**src/hdl/async_serial_pkg.sv**
```systemverilog
// Constants for the asynchronous serial port: offsets, fields, resets and counts.
package async_serial_pkg;
	// ****************************************
	// Register map, byte addresses
	// ****************************************
	localparam logic [7:0] OFFSET_CONTROL = 8'h00;
	localparam logic [7:0] OFFSET_DATA = 8'h04;
	localparam logic [7:0] OFFSET_STATUS = 8'h08;
	localparam logic [7:0] OFFSET_MASK = 8'h0C;
	localparam int ADDR_WIDTH = 8;

	// ****************************************
	// Control register fields
	// ****************************************
	localparam int CTRL_FRAME_LENGTH_SELECT = 7;
	localparam int CTRL_MULTIPROC_CHECK_ENABLE = 5;
	localparam int CTRL_RECEIVE_ENABLE_BIT = 4;
	localparam int CTRL_TRANSMIT_NINTH_BIT = 3;
	localparam int CTRL_RECEIVED_NINTH_BIT = 2;
	localparam int CTRL_TRANSMIT_DONE_FLAG = 1;
	localparam int CTRL_RECEIVE_DONE_FLAG = 0;

	// ****************************************
	// Status and mask fields
	// ****************************************
	localparam int STAT_RECEIVE_DONE = 0;
	localparam int STAT_TRANSMIT_DONE = 1;
	localparam int STAT_TX_BUSY = 2;
	localparam int STAT_RX_BUSY = 3;
	localparam int FLAG_COUNT = 2;

	// ****************************************
	// Values after reset
	// ****************************************
	localparam logic [7:0] RESET_CONTROL = 8'h00;
	localparam logic [7:0] RESET_RX_BUFFER = 8'h00;
	localparam logic [1:0] RESET_FLAGS = 2'h0;
	localparam logic [1:0] RESET_MASK = 2'h0;

	// ****************************************
	// Bit timing in baud ticks
	// ****************************************
	localparam int OVERSAMPLE = 16;
	localparam logic [3:0] TICK_LAST = 4'(OVERSAMPLE - 1);
	localparam logic [3:0] TICK_HALF = 4'(OVERSAMPLE / 2 - 1);
	localparam logic [2:0] DATA_BIT_LAST = 3'h7;
endpackage : async_serial_pkg

```
**src/hdl/serial_rx_if.sv**
```systemverilog
// Connection between the port core and its receive engine.
`timescale 1ns/1ps
interface serial_rx_if;
	logic baudTick;
	logic serialIn;
	logic receiveEnable;
	logic nineBitMode;
	logic frameDone;
	logic [7:0] frameData;
	logic frameNinth;
	logic frameStop;
	logic busy;

	modport engine (
		input baudTick,
		input serialIn,
		input receiveEnable,
		input nineBitMode,
		output frameDone,
		output frameData,
		output frameNinth,
		output frameStop,
		output busy
	);
	modport core (
		output baudTick,
		output serialIn,
		output receiveEnable,
		output nineBitMode,
		input frameDone,
		input frameData,
		input frameNinth,
		input frameStop,
		input busy
	);
endinterface : serial_rx_if

```
**src/hdl/serial_rx_engine.sv**
```systemverilog
// Receive engine: start detection, mid-bit sampling and frame assembly.
`timescale 1ns/1ps
module serial_rx_engine (
	input wire logic clk,
	input wire logic reset,
	serial_rx_if.engine rx
);
	typedef enum logic [2:0] {
		RX_IDLE = 3'b000,
		RX_START = 3'b001,
		RX_DATA = 3'b010,
		RX_NINTH = 3'b011,
		RX_STOP = 3'b100
	} rx_state_t;

	rx_state_t state;
	rx_state_t next_state;
	logic [3:0] tickCount;
	logic [2:0] bitCount;
	logic [7:0] shiftReg;
	logic ninth;
	logic lineLast;
	logic doneReg;
	logic stopReg;

	// ****************************************
	// Decode
	// ****************************************
	wire startEdge = rx.receiveEnable && lineLast && !rx.serialIn;
	wire atHalf = rx.baudTick && (tickCount == async_serial_pkg::TICK_HALF);
	wire atSample = rx.baudTick && (tickCount == async_serial_pkg::TICK_LAST);
	wire lastData = bitCount == async_serial_pkg::DATA_BIT_LAST;

	always_comb begin
		next_state = state;
		unique case (state)
			RX_IDLE: if (startEdge) next_state = RX_START;
			// False starts shorter than half a bit are dropped
			RX_START: if (atHalf) next_state = rx.serialIn ? RX_IDLE : RX_DATA;
			RX_DATA: if (atSample && lastData) begin
				next_state = rx.nineBitMode ? RX_NINTH : RX_STOP;
			end
			RX_NINTH: if (atSample) next_state = RX_STOP;
			RX_STOP: if (atSample) next_state = RX_IDLE;
			default: next_state = RX_IDLE;
		endcase
	end

	// ****************************************
	// Registers
	// ****************************************
	always_ff @(posedge clk) begin
		if (reset) begin
			state <= RX_IDLE;
			lineLast <= 1'b1;
		end else begin
			state <= next_state;
			lineLast <= rx.serialIn;
		end
	end

	// Tick count restarts at mid start bit so later samples land mid-bit
	always_ff @(posedge clk) begin
		if (reset || state == RX_IDLE || (state == RX_START && atHalf)) begin
			tickCount <= 4'h0;
		end else if (rx.baudTick) begin
			tickCount <= tickCount + 4'h1;
		end
	end

	// Shift register is separate from the software buffer
	always_ff @(posedge clk) begin
		if (reset || state == RX_IDLE) begin
			bitCount <= 3'h0;
		end else if (state == RX_DATA && atSample) begin
			shiftReg <= {rx.serialIn, shiftReg[7:1]};
			bitCount <= bitCount + 3'h1;
		end
	end

	always_ff @(posedge clk) begin
		if (reset) begin
			ninth <= 1'b0;
		end else if (state == RX_NINTH && atSample) begin
			ninth <= rx.serialIn;
		end
	end

	always_ff @(posedge clk) begin
		if (reset) begin
			doneReg <= 1'b0;
			stopReg <= 1'b1;
		end else begin
			doneReg <= state == RX_STOP && atSample;
			if (state == RX_STOP && atSample) stopReg <= rx.serialIn;
		end
	end

	assign rx.frameDone = doneReg;
	assign rx.frameData = shiftReg;
	assign rx.frameNinth = ninth;
	assign rx.frameStop = stopReg;
	assign rx.busy = state != RX_IDLE;
endmodule : serial_rx_engine

```
**src/hdl/async_serial_port.sv**
```systemverilog
// Asynchronous serial port: APB registers, transmitter, receive buffer and interrupt.
//
// Implementation choices: the register addresses and the APB slave port.
`timescale 1ns/1ps
// Function
// - Full-duplex port; one control bit selects 8-bit or 9-bit frames.
// - 8-bit frame: low start bit, eight data bits, one stop bit.
// - Data bits go out and come in least significant first.
// - Writing a byte to the data buffer while the transmitter is idle starts a new frame.
// - Transmit-done sets when the stop bit period begins.
// - Frames are accepted only if receive enable is one at the start edge.
// - Load needs receive-done clear, and stop (ninth bit in 9-bit frames) one when checking enabled.
// - Load puts data in buffer, stop (ninth bit in 9-bit frames) in ninth field, sets receive-done.
// - Failed load leaves buffer, ninth field and receive-done untouched.
// - On overrun the first byte is kept; the later frame is lost.
// - Data address writes transmit register, reads receive buffer only.
// - Receiver assembles a second byte while the first awaits reading.
// - Enabled interrupt rises when either done flag becomes set.
// - An external timer overflow pulse is the bit-rate timebase.
module async_serial_port (
	input wire logic clk,
	input wire logic reset,
	input wire logic psel,
	input wire logic penable,
	input wire logic pwrite,
	input wire logic [async_serial_pkg::ADDR_WIDTH-1:0] paddr,
	input wire logic [31:0] pwdata,
	output logic [31:0] prdata,
	output logic pready,
	output logic pslverr,
	input wire logic baudTick,
	input wire logic serialIn,
	output logic serialOut,
	output logic irq
);
	typedef enum logic [2:0] {
		TX_IDLE = 3'b000,
		TX_START = 3'b001,
		TX_DATA = 3'b010,
		TX_NINTH = 3'b011,
		TX_STOP = 3'b100
	} tx_state_t;

	serial_rx_if rx ();

	logic frameLengthSelect;
	logic multiprocCheckEnable;
	logic receiveEnableBit;
	logic transmitNinthBit;
	logic receivedNinthBit;
	logic [7:0] serialDataBuffer;
	logic [async_serial_pkg::FLAG_COUNT-1:0] flags;
	logic [async_serial_pkg::FLAG_COUNT-1:0] mask;
	logic [async_serial_pkg::FLAG_COUNT-1:0] next_flags;
	tx_state_t txState;
	tx_state_t next_txState;
	logic [3:0] txTick;
	logic [2:0] txBit;
	logic [7:0] txShift;
	logic txNinth;
	logic txNine;
	logic next_serialOut;

	// ****************************************
	// APB decode
	// ****************************************
	wire accessPhase = psel && penable;
	wire transferDone = accessPhase && pready;
	wire writeDone = transferDone && pwrite;
	wire hitControl = paddr == async_serial_pkg::OFFSET_CONTROL;
	wire hitData = paddr == async_serial_pkg::OFFSET_DATA;
	wire hitStatus = paddr == async_serial_pkg::OFFSET_STATUS;
	wire hitMask = paddr == async_serial_pkg::OFFSET_MASK;
	wire mapped = hitControl || hitData || hitStatus || hitMask;
	wire controlWrite = writeDone && hitControl;
	wire dataWrite = writeDone && hitData;
	wire statusWrite = writeDone && hitStatus;
	wire maskWrite = writeDone && hitMask;

	wire transmitDoneFlag = flags[async_serial_pkg::STAT_TRANSMIT_DONE];
	wire receiveDoneFlag = flags[async_serial_pkg::STAT_RECEIVE_DONE];
	wire txBusy = txState != TX_IDLE;

	wire [7:0] controlView = {
		frameLengthSelect, 1'b0, multiprocCheckEnable, receiveEnableBit,
		transmitNinthBit, receivedNinthBit, transmitDoneFlag, receiveDoneFlag
	};
	wire [3:0] statusView = {rx.busy, txBusy, flags};

	// Transmit register has no read path
	wire [31:0] readMux =
		hitControl ? {24'h000000, controlView} :
		hitData ? {24'h000000, serialDataBuffer} :
		hitStatus ? {28'h0000000, statusView} :
		hitMask ? {30'h0, mask} : 32'h00000000;

	// One wait state: answer comes on the second access cycle
	always_ff @(posedge clk) begin
		if (reset) begin
			pready <= 1'b0;
			prdata <= 32'h00000000;
			pslverr <= 1'b0;
		end else begin
			pready <= accessPhase && !pready;
			if (accessPhase && !pready) begin
				prdata <= pwrite ? 32'h00000000 : readMux;
				pslverr <= !mapped;
			end
		end
	end

	// ****************************************
	// Control and mask registers
	// ****************************************
	always_ff @(posedge clk) begin
		if (reset) begin
			frameLengthSelect <= async_serial_pkg::RESET_CONTROL[async_serial_pkg::CTRL_FRAME_LENGTH_SELECT];
			multiprocCheckEnable <= async_serial_pkg::RESET_CONTROL[async_serial_pkg::CTRL_MULTIPROC_CHECK_ENABLE];
			receiveEnableBit <= async_serial_pkg::RESET_CONTROL[async_serial_pkg::CTRL_RECEIVE_ENABLE_BIT];
			transmitNinthBit <= async_serial_pkg::RESET_CONTROL[async_serial_pkg::CTRL_TRANSMIT_NINTH_BIT];
		end else if (controlWrite) begin
			frameLengthSelect <= pwdata[async_serial_pkg::CTRL_FRAME_LENGTH_SELECT];
			multiprocCheckEnable <= pwdata[async_serial_pkg::CTRL_MULTIPROC_CHECK_ENABLE];
			receiveEnableBit <= pwdata[async_serial_pkg::CTRL_RECEIVE_ENABLE_BIT];
			transmitNinthBit <= pwdata[async_serial_pkg::CTRL_TRANSMIT_NINTH_BIT];
		end
	end

	always_ff @(posedge clk) begin
		if (reset) begin
			mask <= async_serial_pkg::RESET_MASK;
		end else if (maskWrite) begin
			mask <= pwdata[async_serial_pkg::FLAG_COUNT-1:0];
		end
	end

	// ****************************************
	// Transmitter
	// ****************************************
	wire txBitEnd = baudTick && (txTick == async_serial_pkg::TICK_LAST);
	wire txLastData = txBit == async_serial_pkg::DATA_BIT_LAST;
	// Stop bit begins here, so done is flagged now, not after the stop bit
	wire txDoneSet = txBitEnd && ((txState == TX_DATA && txLastData && !txNine)
		|| txState == TX_NINTH);

	// A write while a frame is in flight is dropped, never corrupts it
	always_comb begin
		next_txState = txState;
		next_serialOut = serialOut;
		unique case (txState)
			TX_IDLE: if (dataWrite) begin
				next_txState = TX_START;
				next_serialOut = 1'b0;
			end
			TX_START: if (txBitEnd) begin
				next_txState = TX_DATA;
				next_serialOut = txShift[0];
			end
			TX_DATA: if (txBitEnd) begin
				if (!txLastData) begin
					next_serialOut = txShift[1];
				end else if (txNine) begin
					next_txState = TX_NINTH;
					next_serialOut = txNinth;
				end else begin
					next_txState = TX_STOP;
					next_serialOut = 1'b1;
				end
			end
			TX_NINTH: if (txBitEnd) begin
				next_txState = TX_STOP;
				next_serialOut = 1'b1;
			end
			TX_STOP: if (txBitEnd) next_txState = TX_IDLE;
			default: begin
				next_txState = TX_IDLE;
				next_serialOut = 1'b1;
			end
		endcase
	end

	always_ff @(posedge clk) begin
		if (reset) begin
			txState <= TX_IDLE;
			serialOut <= 1'b1;
		end else begin
			txState <= next_txState;
			serialOut <= next_serialOut;
		end
	end

	always_ff @(posedge clk) begin
		if (reset || txState == TX_IDLE) begin
			txTick <= 4'h0;
		end else if (baudTick) begin
			txTick <= txTick + 4'h1;
		end
	end

	// Frame settings are frozen at the write so a mid-frame change is harmless
	always_ff @(posedge clk) begin
		if (reset) begin
			txShift <= 8'h00;
			txBit <= 3'h0;
			txNinth <= 1'b0;
			txNine <= 1'b0;
		end else if (txState == TX_IDLE && dataWrite) begin
			txShift <= pwdata[7:0];
			txBit <= 3'h0;
			txNinth <= transmitNinthBit;
			txNine <= frameLengthSelect;
		end else if (txState == TX_DATA && txBitEnd) begin
			txShift <= {1'b0, txShift[7:1]};
			txBit <= txBit + 3'h1;
		end
	end

	// ****************************************
	// Receiver and buffer
	// ****************************************
	assign rx.baudTick = baudTick;
	assign rx.serialIn = serialIn;
	assign rx.receiveEnable = receiveEnableBit;
	assign rx.nineBitMode = frameLengthSelect;

	serial_rx_engine rxEngine (
		.clk(clk),
		.reset(reset),
		.rx(rx.engine)
	);

	// In 9-bit frames the ninth bit takes the stop bit's place
	wire rxCheckBit = frameLengthSelect ? rx.frameNinth : rx.frameStop;
	wire rxLoad = rx.frameDone && !receiveDoneFlag
		&& (!multiprocCheckEnable || rxCheckBit);

	always_ff @(posedge clk) begin
		if (reset) begin
			serialDataBuffer <= async_serial_pkg::RESET_RX_BUFFER;
			receivedNinthBit <= 1'b0;
		end else if (rxLoad) begin
			serialDataBuffer <= rx.frameData;
			receivedNinthBit <= rxCheckBit;
		end
	end

	// ****************************************
	// Flags and interrupt
	// ****************************************
	// Only software clears; a set in the clearing cycle wins
	wire [async_serial_pkg::FLAG_COUNT-1:0] flagSet = {txDoneSet, rxLoad};
	wire [async_serial_pkg::FLAG_COUNT-1:0] flagClear =
		statusWrite ? pwdata[async_serial_pkg::FLAG_COUNT-1:0] : 2'h0;

	assign next_flags = (flags & ~flagClear) | flagSet;

	always_ff @(posedge clk) begin
		if (reset) begin
			flags <= async_serial_pkg::RESET_FLAGS;
			irq <= 1'b0;
		end else begin
			flags <= next_flags;
			irq <= |(next_flags & mask);
		end
	end
endmodule : async_serial_port

```
**config.mk**
```make
export PLATFORM = sky130hd
export DESIGN_NAME = async_serial_port
export DESIGN_NICKNAME = d
export VERILOG_FILES = /design/src/hdl/async_serial_pkg.sv /design/src/hdl/serial_rx_if.sv /design/src/hdl/serial_rx_engine.sv /design/src/hdl/async_serial_port.sv
export SDC_FILE = /design/constraint.sdc
export NUM_CORES = 1
export LEC_CHECK = 0
export ABC_AREA = 0
export BUFFER_PORTS_ARGS = -buffer_cell sky130_fd_sc_hd__buf_2
export CAP_MARGIN = 30
export CORE_AREA = 8 8 107 109
export CTS_CLUSTER_DIAMETER = 60
export DETAILED_ROUTE_END_ITERATION = 8
export DIE_AREA = 0 0 115 117
export GPL_TIMING_DRIVEN = 0
export PLACE_DENSITY_LB_ADDON = 0.25
export SLEW_MARGIN = 30
export SYNTH_ARGS = -nofsm -noshare
export SYNTH_HDL_FRONTEND = slang
export SYNTH_HIERARCHICAL = 1
export SYNTH_SLANG_ARGS = --single-unit
```
**constraint.sdc**
```tcl
create_clock -name clk -period 2.4 [get_ports clk]
set_input_delay 0.24 -clock clk [delete_from_list [all_inputs] [get_ports clk]]
set_output_delay 0.24 -clock clk [all_outputs]
set_load 0.01 [all_outputs]
```
# [Word-level counts from Yosys, hierarchy flattened]
# Cells that the tools add are included.
[op_classes] addsub=4 eq_ne=27 muxes=32 bitwise=6 n_reduce_logical=51
[ops] operator="$mux W8" count=5
[ops] operator="$mux W3" count=13
[ops] operator="$pmux W3 S5" count=2
[ops] operator="$logic_and A1 B1 Y1" count=25
[ops] operator="$eq A8 B4 Y1 const B" count=2
[ops] operator="$eq A3 B2 Y1 const B" count=4
[ops] operator="$eq A3 B3 Y1 const B" count=4
[ops] operator="$ne A2 B2 Y1 const B" count=6
[ops] operator="$ne A2 B1 Y1 const B" count=5
[ops] operator="$reduce_and A5 Y1" count=2
[ops] operator="$add A4 B1 Y4 const B" count=2
[ops] operator="$eq A4 B4 Y1 const B" count=2
[ops] operator="$eq A8 B3 Y1 const B" count=1
[ops] operator="$logic_not A8 Y1" count=1
[ops] operator="$logic_or A1 B1 Y1" count=8
[ops] operator="$mux W1" count=7
[ops] operator="$add A3 B1 Y3 const B" count=2
[ops] operator="$eq A3 B1 Y1 const B" count=2
[ops] operator="$logic_not A1 Y1" count=6
[ops] operator="$logic_not A3 Y1" count=2
[ops] operator="$mux W2" count=3
[ops] operator="$reduce_and A6 Y1" count=1
[ops] operator="$reduce_bool A3 Y1" count=2
[ops] operator="$pmux W1 S5" count=1
[ops] operator="9 further kinds" count=12
[totals] regBits=95 in_bits=47

# [Logic depth before layout (Yosys ltp)]
[logic_depth] ltp_word=10 depth_mapped=7

# [Cells and area by module]
# Netlist, hierarchy kept.
[by_module_without_submodules] module="async_serial_port" n_inst=1 cells_each=276 area_each_um2=2397.3 seq_area_each_um2=980.9
[by_module_without_submodules] module="serial_rx_engine" n_inst=1 cells_each=88 area_each_um2=954.7 seq_area_each_um2=520.5

# [Least setup slack after synthesis]
# OpenSTA, ideal clock, no wires.
[synth_timing] path_type="input -> register" startpoint="input paddr[5] (netlist name)" endpoint="register txState[1]" setup_time_ps=117 arrival_time_ps=2036 required_time_ps=2283 path_slack_ps=247 stages=5 path_cell_list="or4_4 > or4_4 > a211oi_4 > a21bo_1 > a32o_1"
[synth_between] elab_chain_len=4
[synth_lines] element="start, declared" line_no="async_serial_port.sv:26" source="input wire logic [async_serial_pkg::ADDR_WIDTH-1:0] paddr,"
[synth_lines] element="$eq A8 B3 Y1" line_no="async_serial_port.sv:71" source="wire hitData = paddr == async_serial_pkg::OFFSET_DATA;"
[synth_lines] element="$logic_and A1 B1 Y1" line_no="async_serial_port.sv:76" source="wire dataWrite = writeDone && hitData;"
[synth_lines] element="$ne A2 B2 Y1 (no source line)"
[synth_lines] element="$reduce_and A6 Y1 (no source line)"
[synth_lines] element="end signal, assigned" line_no="async_serial_port.sv:187" source="txState <= next_txState;"
[synth_lines] element="end, declared" line_no="async_serial_port.sv:55" source="tx_state_t txState;"
# Every way passes these cells.
# A chain may end at the register's enable or synchronous reset.

# [Worst setup path after layout]
[layout_timing] startpoint="register txState[1]" endpoint="register txState[1]"
[layout_between] elab_chain_len=3
[layout_lines] element="$eq A3 B2 Y1, or another cell as far along" line_no="async_serial_port.sv:150" source="unique case (txState)"
[layout_lines] element="$ne A2 B2 Y1 (no source line)"
[layout_lines] element="$reduce_and A6 Y1 (no source line)"
# Several ways; a longest one is shown, not always the timed one.

==> key figures <==
Job
  • Max-Cap Viols: 0

Worst setup path
  • Top delay family on crit path: simple AND/OR/NAND/NOR gates
  • Startpoint Class: flop
  • Critical Path RT: 2.63 ns
  • Slowest-stage cell, CP: or3b_2
  • CP peak stage delay: 0.51 ns
  • Cells along the critical path: or3b_2 -> or4_4 -> a211oi_4 -> a21bo_1 -> a32o_1
  • Crit Path Class: reg -> reg
  • Crit. End Element: flop
  • WP buf/inv: 0
  • Crit-path max FO: 6
  • Crit path arrival time: 2.47 ns

STA
  • Tmin final: 2.24 ns
  • Worst rel slew slack: 54.8%
  • Tcrit/Tclk final: 93.4%
  • Final Hold Fails: 0
  • Setup tns final: 0 ns
  • Minimum hold slack: 0.162 ns
  • FMAX: 0.446 GHz
  • Layout Skew: 0.00752 ns
  • Final Slew Violations: 0
  • RSZ-0062 raised after global routing: false
  • Final setup fails: 0
  • PnR worst setup slack: 0.159 ns
  • Worst slew pin tran: 0.676 ns

Power
  • Lkg Pwr: 0.00156 uW
  • Max VDD drop: 0.000479 V
  • Pwr Total: 2440 uW
  • Power Dens Cells: 611 nW/um2

Clock tree
  • CTS Root Cell: clkbuf_8
  • Post_cts resized: 0
  • Hold-fix buffers, CTS: 0
  • CTS tree: done
  • H-tree depth: 3
  • Post-CTS setup buffers: 0
  • Worst-Skew Late Latency: 0.34 ns
  • Total clock sinks: 71
  • Clock Tree Buf Depth: 2
  • CTS buffer count: 9
  • Clk slew on worst S/H paths: 0.07 ns

Floorplan
  • Core Footprint: 9910 um2
  • Std cell rows: 37
  • DIE AREA: 13500 um2
  • Die height: 117 um
  • Chip width: 115 um
  • I/O pins: 83
  • Starting Density: 33.8%

Status
  • Status: finished, final reports clean

Min path
  • Hold Crit Class: in -> reg

Global routing
  • Initial antenna violation count: 0
  • Gr usage total: 12.1%
  • Pin count of the biggest net entering global routing: 12
  • First-pass GRT wire length: 12.8 mm
  • GRT Residual Overflow: 0
  • Number of global-route vias before repair: 2616

Placement
  • Pre-CTS setup slack: 0.0485 ns
  • Port Buffers: 34
  • Final GP Congestion: 0.828
  • HPWL after DPL: 6.02 mm

Layout
  • Filler cells: 1023
  • Number of nets in the layout: 485
  • Share of layout cells above drive strength 1: 21.7%
  • Syn-to-layout area delta: 19.2%
  • Ant diodes: 0

Drt
  • Drt total wl: 7.98 mm
  • Initial DRC Count: 138
  • Detail Route Antenna Nets: 0
  • Drt via density: 4.77
  • # DRC: 0
  • Avg WL per Cell: 13.9 um
  • Via count: 2734
  • First-pass detailed-route iteration total: 4

Yosys
  • FFs w/ async S/R, synth: 0%
  • Post-Synthesis Cells: 364
  • Ys Warns: 6
  • Synthesized area: 3350 um2
  • Cell variety after synth: 59
  • Ys flop type: dfxtp_1
  • Mean Syn Cell Area: 9.21 um2
  • Post-synth EDFFs: 8
  • FF+latch count, synth: 71
  • Register area share after synthesis: 44.8%
[through the flow]
step           cell area, um2  util (%)  cells
3_3_place_gp             3780      38.1    557
4_1_cts                  3990      40.3    573
3_5_place_dp             3780      38.1    557
2_1_floorplan            3440         -    387
5_1_grt                  4000      40.3    573
6_report                 4000      40.3    573
[worst paths after layout]
| kind | start | to | slack (ns) | cells past startpoint |
|---|---|---|---|---|
| setup / recovery | txState[1] | txState[1] | 0.16 | 5 |
| setup reg to reg | txState[1] | txState[1] | 0.16 | 5 |
| hold reg to reg | rxEngine/rx.frameData[6] | rxEngine/rx.frameData[5] | 0.45 | 0 |
| hold / removal | pwdata[7] | txShift[7] | 0.16 | 3 |
[power by group]
group | switching, uW | total (uW) | leakage (uW) | internal, uW
sequential | 3.38 | 1210 | 0.000580 | 1210
clock | 424 | 1030 | 0.000108 | 610
combinational | 121 | 199 | 0.000872 | 77.6
[synthesized netlist by cell type, types with 3 or more instances]
| cell | number | area, um2 |
|---|---|---|
| buf_6 | 3 | 33.8 |
| nand2b_1 | 3 | 18.8 |
| or2_2 | 6 | 37.5 |
| a22oi_1 | 8 | 60.1 |
| inv_1 | 10 | 37.5 |
| o21ai_0 | 3 | 15.0 |
| xnor2_1 | 3 | 26.3 |
| xor2_1 | 5 | 43.8 |
| clkbuf_1 | 10 | 37.5 |
| nand2_1 | 33 | 124 |
| a32oi_1 | 6 | 52.6 |
| nand3_1 | 11 | 55.1 |
| a211o_1 | 3 | 26.3 |
| ha_1 | 6 | 75.1 |
| nor3_1 | 8 | 40.0 |
| edfxtp_1 | 8 | 240 |
| nor2_1 | 42 | 158 |
| nand4_1 | 6 | 37.5 |
| mux2i_1 | 21 | 210 |
| o41ai_1 | 3 | 26.3 |
| buf_4 | 25 | 188 |
| a21oi_1 | 27 | 135 |
| nand3b_1 | 5 | 37.5 |
| dfxtp_1 | 63 | 1260 |
[tightest hold or removal path, delay by kind of cell]
family | cells | cell delay, ns
buffers and inverters | 1 | 0.11
and+or+nand+nor | 1 | 0.05
AOI/OAI and AO/OA | 1 | 0.05
[cell type report]
| class | count | area [um2] | share of cell area (%) |
|---|---|---|---|
| multi-input combinational | 264 | 1630 | 40.7 |
| sequential | 71 | 1500 | 37.6 |
| buffer | 42 | 277 | 6.92 |
| timing repair buffer | 34 | 170 | 4.26 |
| tap | 136 | 170 | 4.26 |
| clock buffer | 12 | 145 | 3.63 |
| clock inverter | 4 | 68.8 | 1.72 |
| inverter | 10 | 37.5 | 0.940 |
[layer usage]
layer  up-vias  global-route usage (%)  part of all wire (%)
li1       1388                       -                     -
met1      1272                    14.0                    44
met2        61                    20.5                    48
met3        13                    4.36                   6.3
met4         0                    3.94                   1.6
met5         -                       0                     0
[cell families (layout without fill, tap and decap cells)]
family,after synthesis,in the layout,synth area share [%]
compound gates,68,68,14.1
xor+xnor,8,8,2.09
fa+ha+maj,6,6,2.24
buf+inv,52,102,9.37
flops,71,71,44.8
mux,22,22,6.61
other cells,1,24,0.112
simple gates,136,136,20.6
[state kept, by name, indices dropped and copies added (netlist names), 2 cells and up]
register,flops
flags,2
serialDataBuffer,8
rxEngine/bitCount,3
txBit,3
rxEngine/state,3
rxEngine/rx.frameData,8
txTick,4
txState,3
mask,2
prdata,8
rxEngine/tickCount,4
txShift,8
[placed cells by master, fill, tap and decap left out, types with 11 or more instances in the layout]
cell	instances
nor2_1	41
buf_2	36
nand2_1	33
dfxtp_1	63
a21oi_1	27
nand3_1	11
mux2i_1	21
conb_1	24
clkbuf_1	12
buf_4	25
(Power assumes the default switching activity.)
